--- src/hw/prepurge_pkg.sv ---
// Constants and types for the burner pre-purge sequencer
package prepurge_pkg;
    localparam int CLK_HZ = 125_000_000;
    localparam int NUM_CHANNELS = 4;
    localparam int POS_W = 8;
    localparam int ADDR_W = 8;

    // Register byte offsets
    localparam logic [ADDR_W-1:0] OFS_CTRL = 8'h00;
    localparam logic [ADDR_W-1:0] OFS_PURGE_TIME = 8'h04;
    localparam logic [ADDR_W-1:0] OFS_PURGE_POS = 8'h08;
    localparam logic [ADDR_W-1:0] OFS_STATUS = 8'h0C;
    localparam logic [ADDR_W-1:0] OFS_IRQ_STATUS = 8'h10;
    localparam logic [ADDR_W-1:0] OFS_IRQ_MASK = 8'h14;
    localparam logic [ADDR_W-1:0] OFS_PROVE_TIMEOUT = 8'h18;

    // Control fields
    localparam int CTRL_AFC_EN = 0;
    localparam int CTRL_RUN = 1;
    localparam int CTRL_LOCK_CLR = 2;

    // Status fields
    localparam int STAT_STATE_LSB = 0;
    localparam int STAT_STATE_W = 4;
    localparam int STAT_IN_LSB = 8;

    // Interrupt fields
    localparam int IRQ_W = 3;
    localparam int IRQ_LOCKOUT = 0;
    localparam int IRQ_WAITING = 1;
    localparam int IRQ_PURGE_DONE = 2;

    // Synchronised input bit positions
    localparam int IN_W = 5;
    localparam int IN_ALARM = 0;
    localparam int IN_WAIT = 1;
    localparam int IN_STOP = 2;
    localparam int IN_AIRFLOW = 3;
    localparam int IN_POSITION = 4;

    // Reset values, counts in clock cycles
    localparam logic [31:0] PURGE_TIME_RST = 32'h0000_1000;
    localparam logic [31:0] PROVE_TIMEOUT_RST = 32'h0000_0400;
    localparam logic [31:0] PURGE_POS_RST = 32'hFFFF_FFFF;
    localparam logic [IRQ_W-1:0] IRQ_MASK_RST = 3'h0;

    typedef enum logic [3:0] {
        ST_WAITING,
        ST_STARTUP,
        ST_REQ_PURGE,
        ST_PROVE_AIR,
        ST_PRE_PURGE,
        ST_REQ_PILOT,
        ST_IGNITION,
        ST_LOCKOUT
    } seq_state_t;
endpackage

--- src/hw/burner_prepurge_sequencer.sv ---
// Startup check and proven pre-purge sequencer with APB registers
//
// Contract
// [RQ1] Waiting to startup checks only with channel on, no alarm or wait.
// [RQ2] Channel option disabled: startup checks skipped, never entered.
// [RQ3] Startup checks keep safety outputs off, ignition enable contact open.
// [RQ4] Airflow seen before the fan runs in startup checks causes lockout.
// [RQ5] Alarm or stop locks out; wait condition returns to waiting.
// [RQ6] No airflow, alarm or wait in startup checks: request purge position.
// [RQ7] Request purge position drives every channel to its purge position.
// [RQ8] Unproven purge position locks out; proven advances to prove airflow.
// [RQ9] Prove airflow energizes the fan and waits for airflow.
// [RQ10] Prove airflow: unproven airflow or position locks out, else advances.
// [RQ11] Pre-purge keeps fan on and channels at purge positions throughout.
// [RQ12] Airflow lost at any time in pre-purge causes lockout.
// [RQ13] Purge position lost at any time in pre-purge causes lockout.
// [RQ14] Pre-purge done: request pilot position if enabled, else ignition.
// [RQ15] All pre-purge sub-states keep safety outputs off, contact open.
// [RQ16] Pre-purge counter loaded from set duration; done only while proven.
//
// Added by the designer: the register offsets and the APB interface to the registers.
module burner_prepurge_sequencer
    import prepurge_pkg::*;
(
    input wire logic CLK,
    input wire logic RST_N,
    input wire logic PSEL,
    input wire logic PENABLE,
    input wire logic PWRITE,
    input wire logic [ADDR_W-1:0] PADDR,
    input wire logic [31:0] PWDATA,
    output logic [31:0] PRDATA,
    output logic PREADY,
    output logic PSLVERR,
    input wire logic ALARM,
    input wire logic WAIT_COND,
    input wire logic USER_STOP,
    input wire logic AIRFLOW_PROVEN,
    input wire logic POSITION_PROVEN,
    output logic FAN_OUTPUT,
    output logic [NUM_CHANNELS*POS_W-1:0] AIR_FUEL_CHANNEL_POS,
    output logic AIR_FUEL_CHANNEL_DRIVE,
    output logic PILOT_OUTPUT,
    output logic MAIN_SAFETY_VALVE_ONE,
    output logic MAIN_SAFETY_VALVE_TWO,
    output logic PILOT_VALVE,
    output logic IGNITION_COIL,
    output logic IGNITION_ENABLE_CLOSED,
    output logic PILOT_POS_REQUEST,
    output logic IGNITION_REQUEST,
    output logic LOCKOUT,
    output logic IRQ
);
    // Pins are asynchronous to CLK
    logic [IN_W-1:0] sync1;
    logic [IN_W-1:0] sync2;
    logic alarm, wait_c, stop, airflow, pos_ok, fault;

    logic afc_en, run, lock_clr;
    logic [31:0] purge_time, prove_timeout, purge_pos;
    logic [IRQ_W-1:0] irq_status, irq_mask, irq_event;
    logic [31:0] timer;
    logic timer_zero, purge_done;
    seq_state_t state, next_state;
    logic wr_en, rd_en;

    always_ff @(posedge CLK or negedge RST_N) begin
        if (!RST_N) begin
            sync1 <= '0;
            sync2 <= '0;
        end else begin
            sync1 <= {POSITION_PROVEN, AIRFLOW_PROVEN, USER_STOP, WAIT_COND,
                      ALARM};
            sync2 <= sync1;
        end
    end

    assign alarm = sync2[IN_ALARM];
    assign wait_c = sync2[IN_WAIT];
    assign stop = sync2[IN_STOP];
    assign airflow = sync2[IN_AIRFLOW];
    assign pos_ok = sync2[IN_POSITION];
    assign fault = alarm | stop;

    // APB: zero wait states, error on unmapped offsets
    assign wr_en = PSEL & PENABLE & PWRITE;
    assign rd_en = PSEL & ~PENABLE & ~PWRITE;
    assign PREADY = 1'b1;
    assign PSLVERR = PSEL & PENABLE & ~(PADDR == OFS_CTRL
        || PADDR == OFS_PURGE_TIME || PADDR == OFS_PURGE_POS
        || PADDR == OFS_STATUS || PADDR == OFS_IRQ_STATUS
        || PADDR == OFS_IRQ_MASK || PADDR == OFS_PROVE_TIMEOUT);

    always_ff @(posedge CLK or negedge RST_N) begin
        if (!RST_N) begin
            afc_en <= 1'b0;
            run <= 1'b0;
            lock_clr <= 1'b0;
            purge_time <= PURGE_TIME_RST;
            prove_timeout <= PROVE_TIMEOUT_RST;
            purge_pos <= PURGE_POS_RST;
            irq_mask <= IRQ_MASK_RST;
        end else begin
            lock_clr <= 1'b0;
            if (wr_en && PADDR == OFS_CTRL) begin
                afc_en <= PWDATA[CTRL_AFC_EN];
                run <= PWDATA[CTRL_RUN];
                lock_clr <= PWDATA[CTRL_LOCK_CLR];
            end else if (wr_en && PADDR == OFS_PURGE_TIME) begin
                purge_time <= PWDATA;
            end else if (wr_en && PADDR == OFS_PURGE_POS) begin
                purge_pos <= PWDATA;
            end else if (wr_en && PADDR == OFS_IRQ_MASK) begin
                irq_mask <= PWDATA[IRQ_W-1:0];
            end else if (wr_en && PADDR == OFS_PROVE_TIMEOUT) begin
                prove_timeout <= PWDATA;
            end
        end
    end

    // Read data captured in setup so it stands through the access phase
    always_ff @(posedge CLK or negedge RST_N) begin
        if (!RST_N) begin
            PRDATA <= 32'h0000_0000;
        end else if (rd_en) begin
            if (PADDR == OFS_CTRL) begin
                PRDATA <= {30'h0, run, afc_en};
            end else if (PADDR == OFS_PURGE_TIME) begin
                PRDATA <= purge_time;
            end else if (PADDR == OFS_PURGE_POS) begin
                PRDATA <= purge_pos;
            end else if (PADDR == OFS_STATUS) begin
                PRDATA <= {19'h0, sync2, 4'h0, state};
            end else if (PADDR == OFS_IRQ_STATUS) begin
                PRDATA <= {29'h0, irq_status};
            end else if (PADDR == OFS_IRQ_MASK) begin
                PRDATA <= {29'h0, irq_mask};
            end else if (PADDR == OFS_PROVE_TIMEOUT) begin
                PRDATA <= prove_timeout;
            end else begin
                PRDATA <= 32'h0000_0000;
            end
        end
    end

    // Sequencer
    assign timer_zero = (timer == 32'h0000_0000);
    assign purge_done = (state == ST_PRE_PURGE) && timer_zero && airflow
        && pos_ok; // RQ16

    always_comb begin
        next_state = state;
        case (state)
            ST_WAITING: begin
                if (fault) begin
                    next_state = ST_LOCKOUT; // RQ5
                end else if (run && !wait_c) begin
                    // Disabled channel option never passes startup checks
                    next_state = afc_en ? ST_STARTUP : ST_IGNITION; // RQ1 RQ2
                end
            end
            ST_STARTUP: begin
                if (fault || airflow) begin
                    next_state = ST_LOCKOUT; // RQ4 RQ5
                end else if (wait_c) begin
                    next_state = ST_WAITING; // RQ5
                end else begin
                    next_state = ST_REQ_PURGE; // RQ6
                end
            end
            ST_REQ_PURGE: begin
                if (fault || (timer_zero && !pos_ok)) begin
                    next_state = ST_LOCKOUT; // RQ5 RQ8
                end else if (wait_c) begin
                    next_state = ST_WAITING; // RQ5
                end else if (pos_ok) begin
                    next_state = ST_PROVE_AIR; // RQ8
                end
            end
            ST_PROVE_AIR: begin
                if (fault || !pos_ok || (timer_zero && !airflow)) begin
                    next_state = ST_LOCKOUT; // RQ5 RQ10
                end else if (wait_c) begin
                    next_state = ST_WAITING; // RQ5
                end else if (airflow) begin
                    next_state = ST_PRE_PURGE; // RQ10
                end
            end
            ST_PRE_PURGE: begin
                if (fault || !airflow || !pos_ok) begin
                    next_state = ST_LOCKOUT; // RQ5 RQ12 RQ13
                end else if (wait_c) begin
                    next_state = ST_WAITING; // RQ5
                end else if (purge_done) begin
                    next_state = afc_en ? ST_REQ_PILOT : ST_IGNITION; // RQ14
                end
            end
            ST_REQ_PILOT, ST_IGNITION: begin
                // Hand-off states; later phases live elsewhere
                if (fault) begin
                    next_state = ST_LOCKOUT;
                end else if (wait_c) begin
                    next_state = ST_WAITING;
                end
            end
            ST_LOCKOUT: begin
                // Needs an explicit software reset, never self-clears
                if (lock_clr && !alarm) begin
                    next_state = ST_WAITING;
                end
            end
            default: next_state = ST_LOCKOUT;
        endcase
    end

    always_ff @(posedge CLK or negedge RST_N) begin
        if (!RST_N) begin
            state <= ST_WAITING;
        end else begin
            state <= next_state;
        end
    end

    // One timer serves the prove timeouts and the purge duration
    always_ff @(posedge CLK or negedge RST_N) begin
        if (!RST_N) begin
            timer <= 32'h0000_0000;
        end else if (next_state != state) begin
            if (next_state == ST_PRE_PURGE) begin
                timer <= purge_time; // RQ16
            end else begin
                timer <= prove_timeout;
            end
        end else if (!timer_zero) begin
            timer <= timer - 32'h0000_0001;
        end
    end

    // Outputs follow the state being entered, so they change with it
    always_ff @(posedge CLK or negedge RST_N) begin
        if (!RST_N) begin
            FAN_OUTPUT <= 1'b0;
            AIR_FUEL_CHANNEL_DRIVE <= 1'b0;
            PILOT_POS_REQUEST <= 1'b0;
            IGNITION_REQUEST <= 1'b0;
            LOCKOUT <= 1'b0;
        end else begin
            FAN_OUTPUT <= next_state == ST_PROVE_AIR
                || next_state == ST_PRE_PURGE
                || next_state == ST_REQ_PILOT; // RQ9 RQ11
            AIR_FUEL_CHANNEL_DRIVE <= next_state == ST_REQ_PURGE
                || next_state == ST_PROVE_AIR
                || next_state == ST_PRE_PURGE; // RQ7 RQ11
            PILOT_POS_REQUEST <= next_state == ST_REQ_PILOT;
            IGNITION_REQUEST <= next_state == ST_IGNITION;
            LOCKOUT <= next_state == ST_LOCKOUT;
        end
    end

    genvar ch;
    generate
        for (ch = 0; ch < NUM_CHANNELS; ch++) begin : g_chan
            always_ff @(posedge CLK or negedge RST_N) begin
                if (!RST_N) begin
                    AIR_FUEL_CHANNEL_POS[ch*POS_W +: POS_W] <= '0;
                end else if (next_state == ST_REQ_PURGE
                    || next_state == ST_PROVE_AIR
                    || next_state == ST_PRE_PURGE) begin
                    AIR_FUEL_CHANNEL_POS[ch*POS_W +: POS_W] <=
                        purge_pos[ch*POS_W +: POS_W]; // RQ7 RQ11
                end else begin
                    AIR_FUEL_CHANNEL_POS[ch*POS_W +: POS_W] <= '0;
                end
            end
        end
    endgenerate

    // Fuel and ignition are never energised by this phase
    assign PILOT_OUTPUT = 1'b0; // RQ3 RQ15
    assign MAIN_SAFETY_VALVE_ONE = 1'b0; // RQ3 RQ15
    assign MAIN_SAFETY_VALVE_TWO = 1'b0; // RQ3 RQ15
    assign PILOT_VALVE = 1'b0; // RQ3 RQ15
    assign IGNITION_COIL = 1'b0; // RQ3 RQ15
    assign IGNITION_ENABLE_CLOSED = 1'b0; // RQ3 RQ15

    // Interrupts: set beats write-one-to-clear
    assign irq_event[IRQ_LOCKOUT] = next_state == ST_LOCKOUT
        && state != ST_LOCKOUT;
    assign irq_event[IRQ_WAITING] = next_state == ST_WAITING
        && state != ST_WAITING && state != ST_LOCKOUT;
    assign irq_event[IRQ_PURGE_DONE] = purge_done && next_state != ST_LOCKOUT
        && next_state != ST_WAITING;

    always_ff @(posedge CLK or negedge RST_N) begin
        if (!RST_N) begin
            irq_status <= '0;
        end else if (wr_en && PADDR == OFS_IRQ_STATUS) begin
            irq_status <= (irq_status & ~PWDATA[IRQ_W-1:0]) | irq_event;
        end else begin
            irq_status <= irq_status | irq_event;
        end
    end

    assign IRQ = |(irq_status & irq_mask);
endmodule

--- config.mk ---
export PLATFORM = sky130hd
export DESIGN_NAME = burner_prepurge_sequencer
export DESIGN_NICKNAME = d
export VERILOG_FILES = /design/src/hw/prepurge_pkg.sv /design/src/hw/burner_prepurge_sequencer.sv
export SDC_FILE = /design/constraint.sdc
export NUM_CORES = 1
export LEC_CHECK = 0
export BUFFER_PORTS_ARGS = -buffer_cell sky130_fd_sc_hd__buf_2
export CAP_MARGIN = 20
export CORE_ASPECT_RATIO = 0.5
export CORE_MARGIN = 4
export CORE_UTILIZATION = 50
export CTS_CLUSTER_DIAMETER = 150
export CTS_CLUSTER_SIZE = 14
export DETAILED_ROUTE_END_ITERATION = 16
export GPL_ROUTABILITY_DRIVEN = 0
export PLACE_DENSITY_LB_ADDON = 0.3
export SYNTH_ARGS = -nofsm -noshare
export SYNTH_HDL_FRONTEND = slang
export SYNTH_SLANG_ARGS = --single-unit
--- constraint.sdc ---
create_clock -name CLK -period 4.4 [get_ports CLK]
set_input_delay 0.66 -clock CLK [delete_from_list [all_inputs] [get_ports CLK]]
set_output_delay 0.66 -clock CLK [all_outputs]
set_load 0.01 [all_outputs]
==> metrics.txt, run 1 <==
Gate power share 27.4%; post-synthesis cell area 10,100 um2; synthesized area per cell 12.0 um2; n_diodes 0; post-route ant nets 0; maximum vdd drop 0.378 mV; total gr overflow 0; sequential power share 43.7%; Final Routed Wirelength 24,500 um; WP data required 4830 ps; DRT iter0 DRCs 672; number of library cell types mapped by synthesis 58; Main synth FF type dfrtp_1; CTS max path bufs 3; EDFF count, synth 0; I/O Pins 128; DRT Pass-1 Iters 5; CP Capture Type flip-flop; critical path cell sequence or4_4 -> nor4b_4 -> nand4_1 -> o21ai_2 -> nand3b_1 -> buf_4 -> o21ai_2 -> buf_4 -> and2_1; Post-CTS Resized 0; initial antenna violation count 0; Worst Setup Start Kind flip-flop; number of synthesized register bits 220; Die Y 108 um; Skew-Pair Late Insertion Delay 500 ps; vias in the first global route 7,206; Core ar. 19,600 um2; largest net degree at the start of global routing 124; Chip Width 209 um; synth-to-layout area growth 14.6%; Pleak 5.79 nW; asr flop ratio synth 100%; Final #Nets 1,009; GRT Resource Usage Total 21.5%; Final Core Density 58.9%; register area share after synthesis 55.1%; Row Count 36; Syn Inst Count 841; CTS buffer count 19; port bufs 120; placed wire-length estimate 16,900 um; crit-path max cell delay 590 ps; sw frac 32.1%; fin. max-slew vios 0; Hold Fails Final Rpt 0; final setup fails 0; NetSw 1.76 mW; fin crit period 3340 ps; Worst Hold Class in2async; slew at the pin closest to its max-slew limit 939 ps; P_int 3.72 mW; CTS tree built; initial core utilization 51.3%; CTS root buf clkbuf_16; Setup Fix Bufs, Post-CTS 0; Post-synth top cells 186 x dfrtp_1, 103 x mux2_2, 73 x mux2i_1; layout cell share with drive strength beyond 1 32.6%; vias 7,120; Worst EP arrival 3760 ps; Slew HR 37.4%; Synth warnings 0; Yosys top cell by area dfrtp_1; largest fanout on the critical path 15; Post-route DRC 0; routed len/inst 19.9 um; CP Class reg2reg; CTS Sinks 220; clock skew 10.6 ps; first-pass GRT wire length 39,000 um; post-DR vias/cell 5.77; count leader, synth dfrtp_1; die area 22,600 um2; CTS clk-pin slew, worst paths 60 ps; top post-synthesis cells by area dfrtp_1 46%, mux2_2 12%, dfstp_2 8.9%; post-route clock period utilization 75.8%; status finished clean; top cell type's share of synthesized area 46.3%; # H-tree levels 1; RSZ-0062 raised after global routing no; Highest Clock Rate 300 MHz; clock power share 28.8%; Total Negative Setup Slacks 0 ps; max_cap viols 0; Power Density 475 nW/um2; Post-CTS Hold Buffers 0; slowest stage cell, crit path or4_4
path summary, 6_finish.rpt:
| kind | startpoint | slack, ps | end | cells after the start |
|---|---|---|---|---|
| max | timer[8]$_DFFE_PN0P_ | 1060 | AIR_FUEL_CHANNEL_POS[11]$_DFF_PN0_ | 9 |
| min | RST_N | 250 | PRDATA[4]$_DFFE_PN0P_ | 1 |
| max reg2reg | timer[8]$_DFFE_PN0P_ | 1060 | AIR_FUEL_CHANNEL_POS[11]$_DFF_PN0_ | 9 |
| min reg2reg | sync1[1]$_DFF_PN0_ | 350 | sync2[1]$_DFF_PN0_ | 0 |
| max in group asynchronous | RST_N | 3160 | purge_pos[7]$_DFFE_PN1P_ | 2 |
| min in group CLK | POSITION_PROVEN | 270 | sync1[4]$_DFF_PN0_ | 1 |
layout by cell type (no fill, tap or decap), drive strengths merged, types with 3 or more instances in the layout:
| master | Yosys | layout |
|---|---|---|
| nor3 | 11 | 11 |
| a222oi | 24 | 24 |
| or4 | 4 | 4 |
| a221oi | 9 | 9 |
| and3 | 6 | 6 |
| nor2 | 68 | 68 |
| o211ai | 3 | 3 |
| dfstp | 34 | 34 |
| nand2b | 4 | 4 |
| clkbuf | 32 | 29 |
| o21ai | 9 | 9 |
| buf | 24 | 145 |
| nor3b | 5 | 5 |
| nand4 | 4 | 4 |
| nor4 | 8 | 8 |
| nor4b | 5 | 5 |
| mux2i | 73 | 73 |
| nand3b | 4 | 4 |
| nand3 | 14 | 14 |
| xor2 | 16 | 16 |
| a22oi | 3 | 3 |
| mux2 | 103 | 103 |
| and2 | 35 | 35 |
| or3 | 5 | 5 |
| conb | 2 | 8 |
| a21oi | 39 | 39 |
| inv | 8 | 9 |
| nand2 | 57 | 57 |
| xnor2 | 15 | 15 |
| and4 | 3 | 3 |
| dfrtp | 186 | 186 |
| a31oi | 5 | 5 |
layout make-up:
class | count | area, um2
multi-input cells | 563 | 4250
inverters | 8 | 30.0
flip-flops and latches | 220 | 5550
repair buffers | 145 | 815
well taps | 266 | 333
fillers | 1653 | 8060
clock buffers | 29 | 513
clock inverters | 2 | 38.8
logic make-up after synthesis:
family                     count (synthesis)  synth area share [%]
DFF                                      220                  55.1
other                                      2                0.0746
buffers and inverters                     64                  2.96
muxes                                    176                  18.8
AOI/OAI and AO/OA                        105                  7.61
and+or+nand+nor                          241                  12.5
xor gates and xnor gates                  31                  2.70
adders and majority gates                  2                 0.249
metrics by stage:
step                cells  power (mW)  instance area (um2)  setup WS (ps)  hold slack [ps]
finish               1233        5.48                11500           1060              253
global placement     1201        3.87                11000           1200              352
detailed placement   1201        3.92                11000           1090              336
global route         1233        5.80                11500            649              252
CTS                  1232        5.51                11500           1070              251
floorplan             847        3.49                10100           1530              331
power groups by stage:
stage	clock network, mW	logic (mW)	registers, mW
global route	1.70	1.68	2.42
finish	1.58	1.50	2.40
floorplan	0	1.09	2.40
detailed placement	0	1.49	2.43
global placement	0	1.46	2.42
CTS	1.62	1.50	2.39
worst max-delay path: cells and delay by family (launching register included):
kind                   cells  cell delay, ps
and+or+nand+nor            5            1630
AOI/OAI and AO/OA          2             670
buffers and inverters      2             520
DFF                        1             440
metal layers:
metal	global-route usage, %	wire [um]	vias to the layer above
met5	0	0	-
met4	4.89	403	0
met3	3.86	1480	30
met2	32.6	10700	221
met1	32.7	12000	3624
li1	-	-	3245
registers in the layout (all words and copies together), names as in the netlist, 3 cells and up:
name / cells
purge_time: 32
irq_mask: 3
irq_status: 3
AIR_FUEL_CHANNEL_POS: 32
PRDATA: 32
state: 4
purge_pos: 32
timer: 32
sync2: 5
sync1: 5
prove_timeout: 32
No activity file was read; power rests on OpenSTA's default activity.
==> inputs of run 2 (changes only) <==
==> constraint.sdc (replaced) <==
create_clock -name CLK -period 3.4 [get_ports CLK]
set_input_delay 0.51 -clock CLK [delete_from_list [all_inputs] [get_ports CLK]]
set_output_delay 0.51 -clock CLK [all_outputs]
set_load 0.01 [all_outputs]
==> metrics.txt, run 2 (same netlist as run 1, synthesis figures left out) <==
Row Count 36; Pleak 5.81 nW; I/O Pins 128; Worst Setup Start Kind flip-flop; fin. max-slew vios 0; Die Y 108 um; die area 22,600 um2; largest net degree at the start of global routing 96; CTS Sinks 220; worst setup path startpoint timer[8]$_DFFE_PN0P_; crit-path max cell delay 590 ps; Worst Path Buf+Inv 2; Post-route DRC 0; status finished clean; Worst Hold Class in2async; largest fanout on the critical path 32; slew at the pin closest to its max-slew limit 716 ps; Reg2Reg Depth 9; Skew-Pair Late Insertion Delay 500 ps; r2r startpoint timer[8]$_DFFE_PN0P_; Critical Path Sink timer[12]$_DFFE_PN0P_; CTS tree built; post-route ant nets 0; layout cell share with drive strength beyond 1 32.9%; Highest Clock Rate 314 MHz; synth-to-layout area growth 15.3%; reg2reg setup slack 220 ps; slowest stage cell, crit path or4_4; routed len/inst 19.7 um; DRT Pass-1 Iters 6; sequential power share 43.2%; CTS clk-pin slew, worst paths 70 ps; Worst EP arrival 3600 ps; vias 7,120; total gr overflow 0; initial antenna violation count 0; DRT iter0 DRCs 745; n_diodes 0; Slew HR 51.0%; placed wire-length estimate 16,200 um; sw frac 32.0%; NetSw 2.29 mW; CTS max path bufs 3; critical path cell sequence or4_4 -> nor4b_4 -> nand4_1 -> buf_4 -> o21ai_4 -> xor2_1 -> nor4_4 -> buf_12 -> mux2i_1; Worst path top cell family by delay simple AND/OR/NAND/NOR gates; Critical Path Stages 9; first-pass GRT wire length 39,400 um; maximum vdd drop 0.346 mV; Chip Width 209 um; Post-CTS Hold Buffers 0; fin crit period 3180 ps; initial core utilization 51.3%; post-DR vias/cell 5.76; Total Negative Setup Slacks 0 ps; final setup fails 0; Crit Reg-Reg Endpoint timer[12]$_DFFE_PN0P_; Final #Nets 1,011; P_int 4.86 mW; clock skew 17.4 ps; commonest non-fill, non-tap cell in the layout dfrtp_1; port bufs 120; Hold Fails Final Rpt 0; Gate power share 28.1%; max_cap viols 0; CP Class reg2reg; clock power share 28.6%; # H-tree levels 1; RSZ-0062 raised after global routing no; WP data required 3820 ps; GRT Resource Usage Total 21.7%; commonest non-fill, non-tap cells in the layout 186 x dfrtp_1, 119 x buf_2, 103 x mux2_2; Power Density 616 nW/um2; CTS root buf clkbuf_16; CP Capture Type flip-flop; CTS buffer count 19; Core ar. 19,600 um2; Hold Slack 15.8 ps; Final Routed Wirelength 24,300 um; vias in the first global route 7,305; post-route clock period utilization 93.5%
## run 2: worst min path at each step
stage / depth (start not counted) / endpoint / slack, ps
after CTS: 1 / sync1[2]$_DFF_PN0_ / 60
after detailed placement: 0 / sync2[3]$_DFF_PN0_ / 350
after floorplan: 0 / AIR_FUEL_CHANNEL_DRIVE$_DFF_PN0_ / 210
after global placement: 0 / sync2[3]$_DFF_PN0_ / 340
final: 1 / sync1[2]$_DFF_PN0_ / 20
after global routing: 1 / PRDATA[9]$_DFFE_PN0P_ / 80
## run 2: metrics by stage
step	total power [mW]	std cells	util (%)	instance area [um2]	setup slack [ps]
after floorplan	4.52	847	-	10100	531
after global placement	5.04	1202	56.2	11000	363
after detailed placement	5.10	1202	56.2	11000	226
after CTS	7.17	1234	59.0	11600	195
after global routing	7.56	1236	59.2	11600	66.5
final	7.15	1236	59.2	11600	220
## run 2: what timing repair did
item                                    in CTS  in global routing
gates resized for setup                      0                  3
endpoints found under the setup margin       0                  2
setup buffers                                0                  2
## run 2: area by class of cell
type | count | area (um2)
clock inverters | 2 | 38.8
flip-flops and latches | 220 | 5550
clock buffers | 30 | 517
fillers | 1611 | 7990
repair buffers | 147 | 863
inverters | 8 | 30.0
multi-input cells | 563 | 4270
well taps | 266 | 333
## run 2: power groups by stage
stage | Combinational [mW] | Sequential [mW] | Clock (mW)
after floorplan | 1.41 | 3.11 | 0
after global placement | 1.92 | 3.12 | 0
after detailed placement | 1.97 | 3.12 | 0
after CTS | 1.99 | 3.08 | 2.10
after global routing | 2.24 | 3.12 | 2.21
final | 2.01 | 3.09 | 2.05
## run 2: metal layers
| layer | vias to the layer above | track usage [%] | share of wire, % |
|---|---|---|---|
| met4 | 0 | 5.12 | 2.3 |
| met2 | 235 | 32.8 | 43 |
| met1 | 3592 | 33.0 | 48 |
| met3 | 43 | 3.59 | 6.7 |
| li1 | 3250 | - | - |
| met5 | - | 0 | 0 |
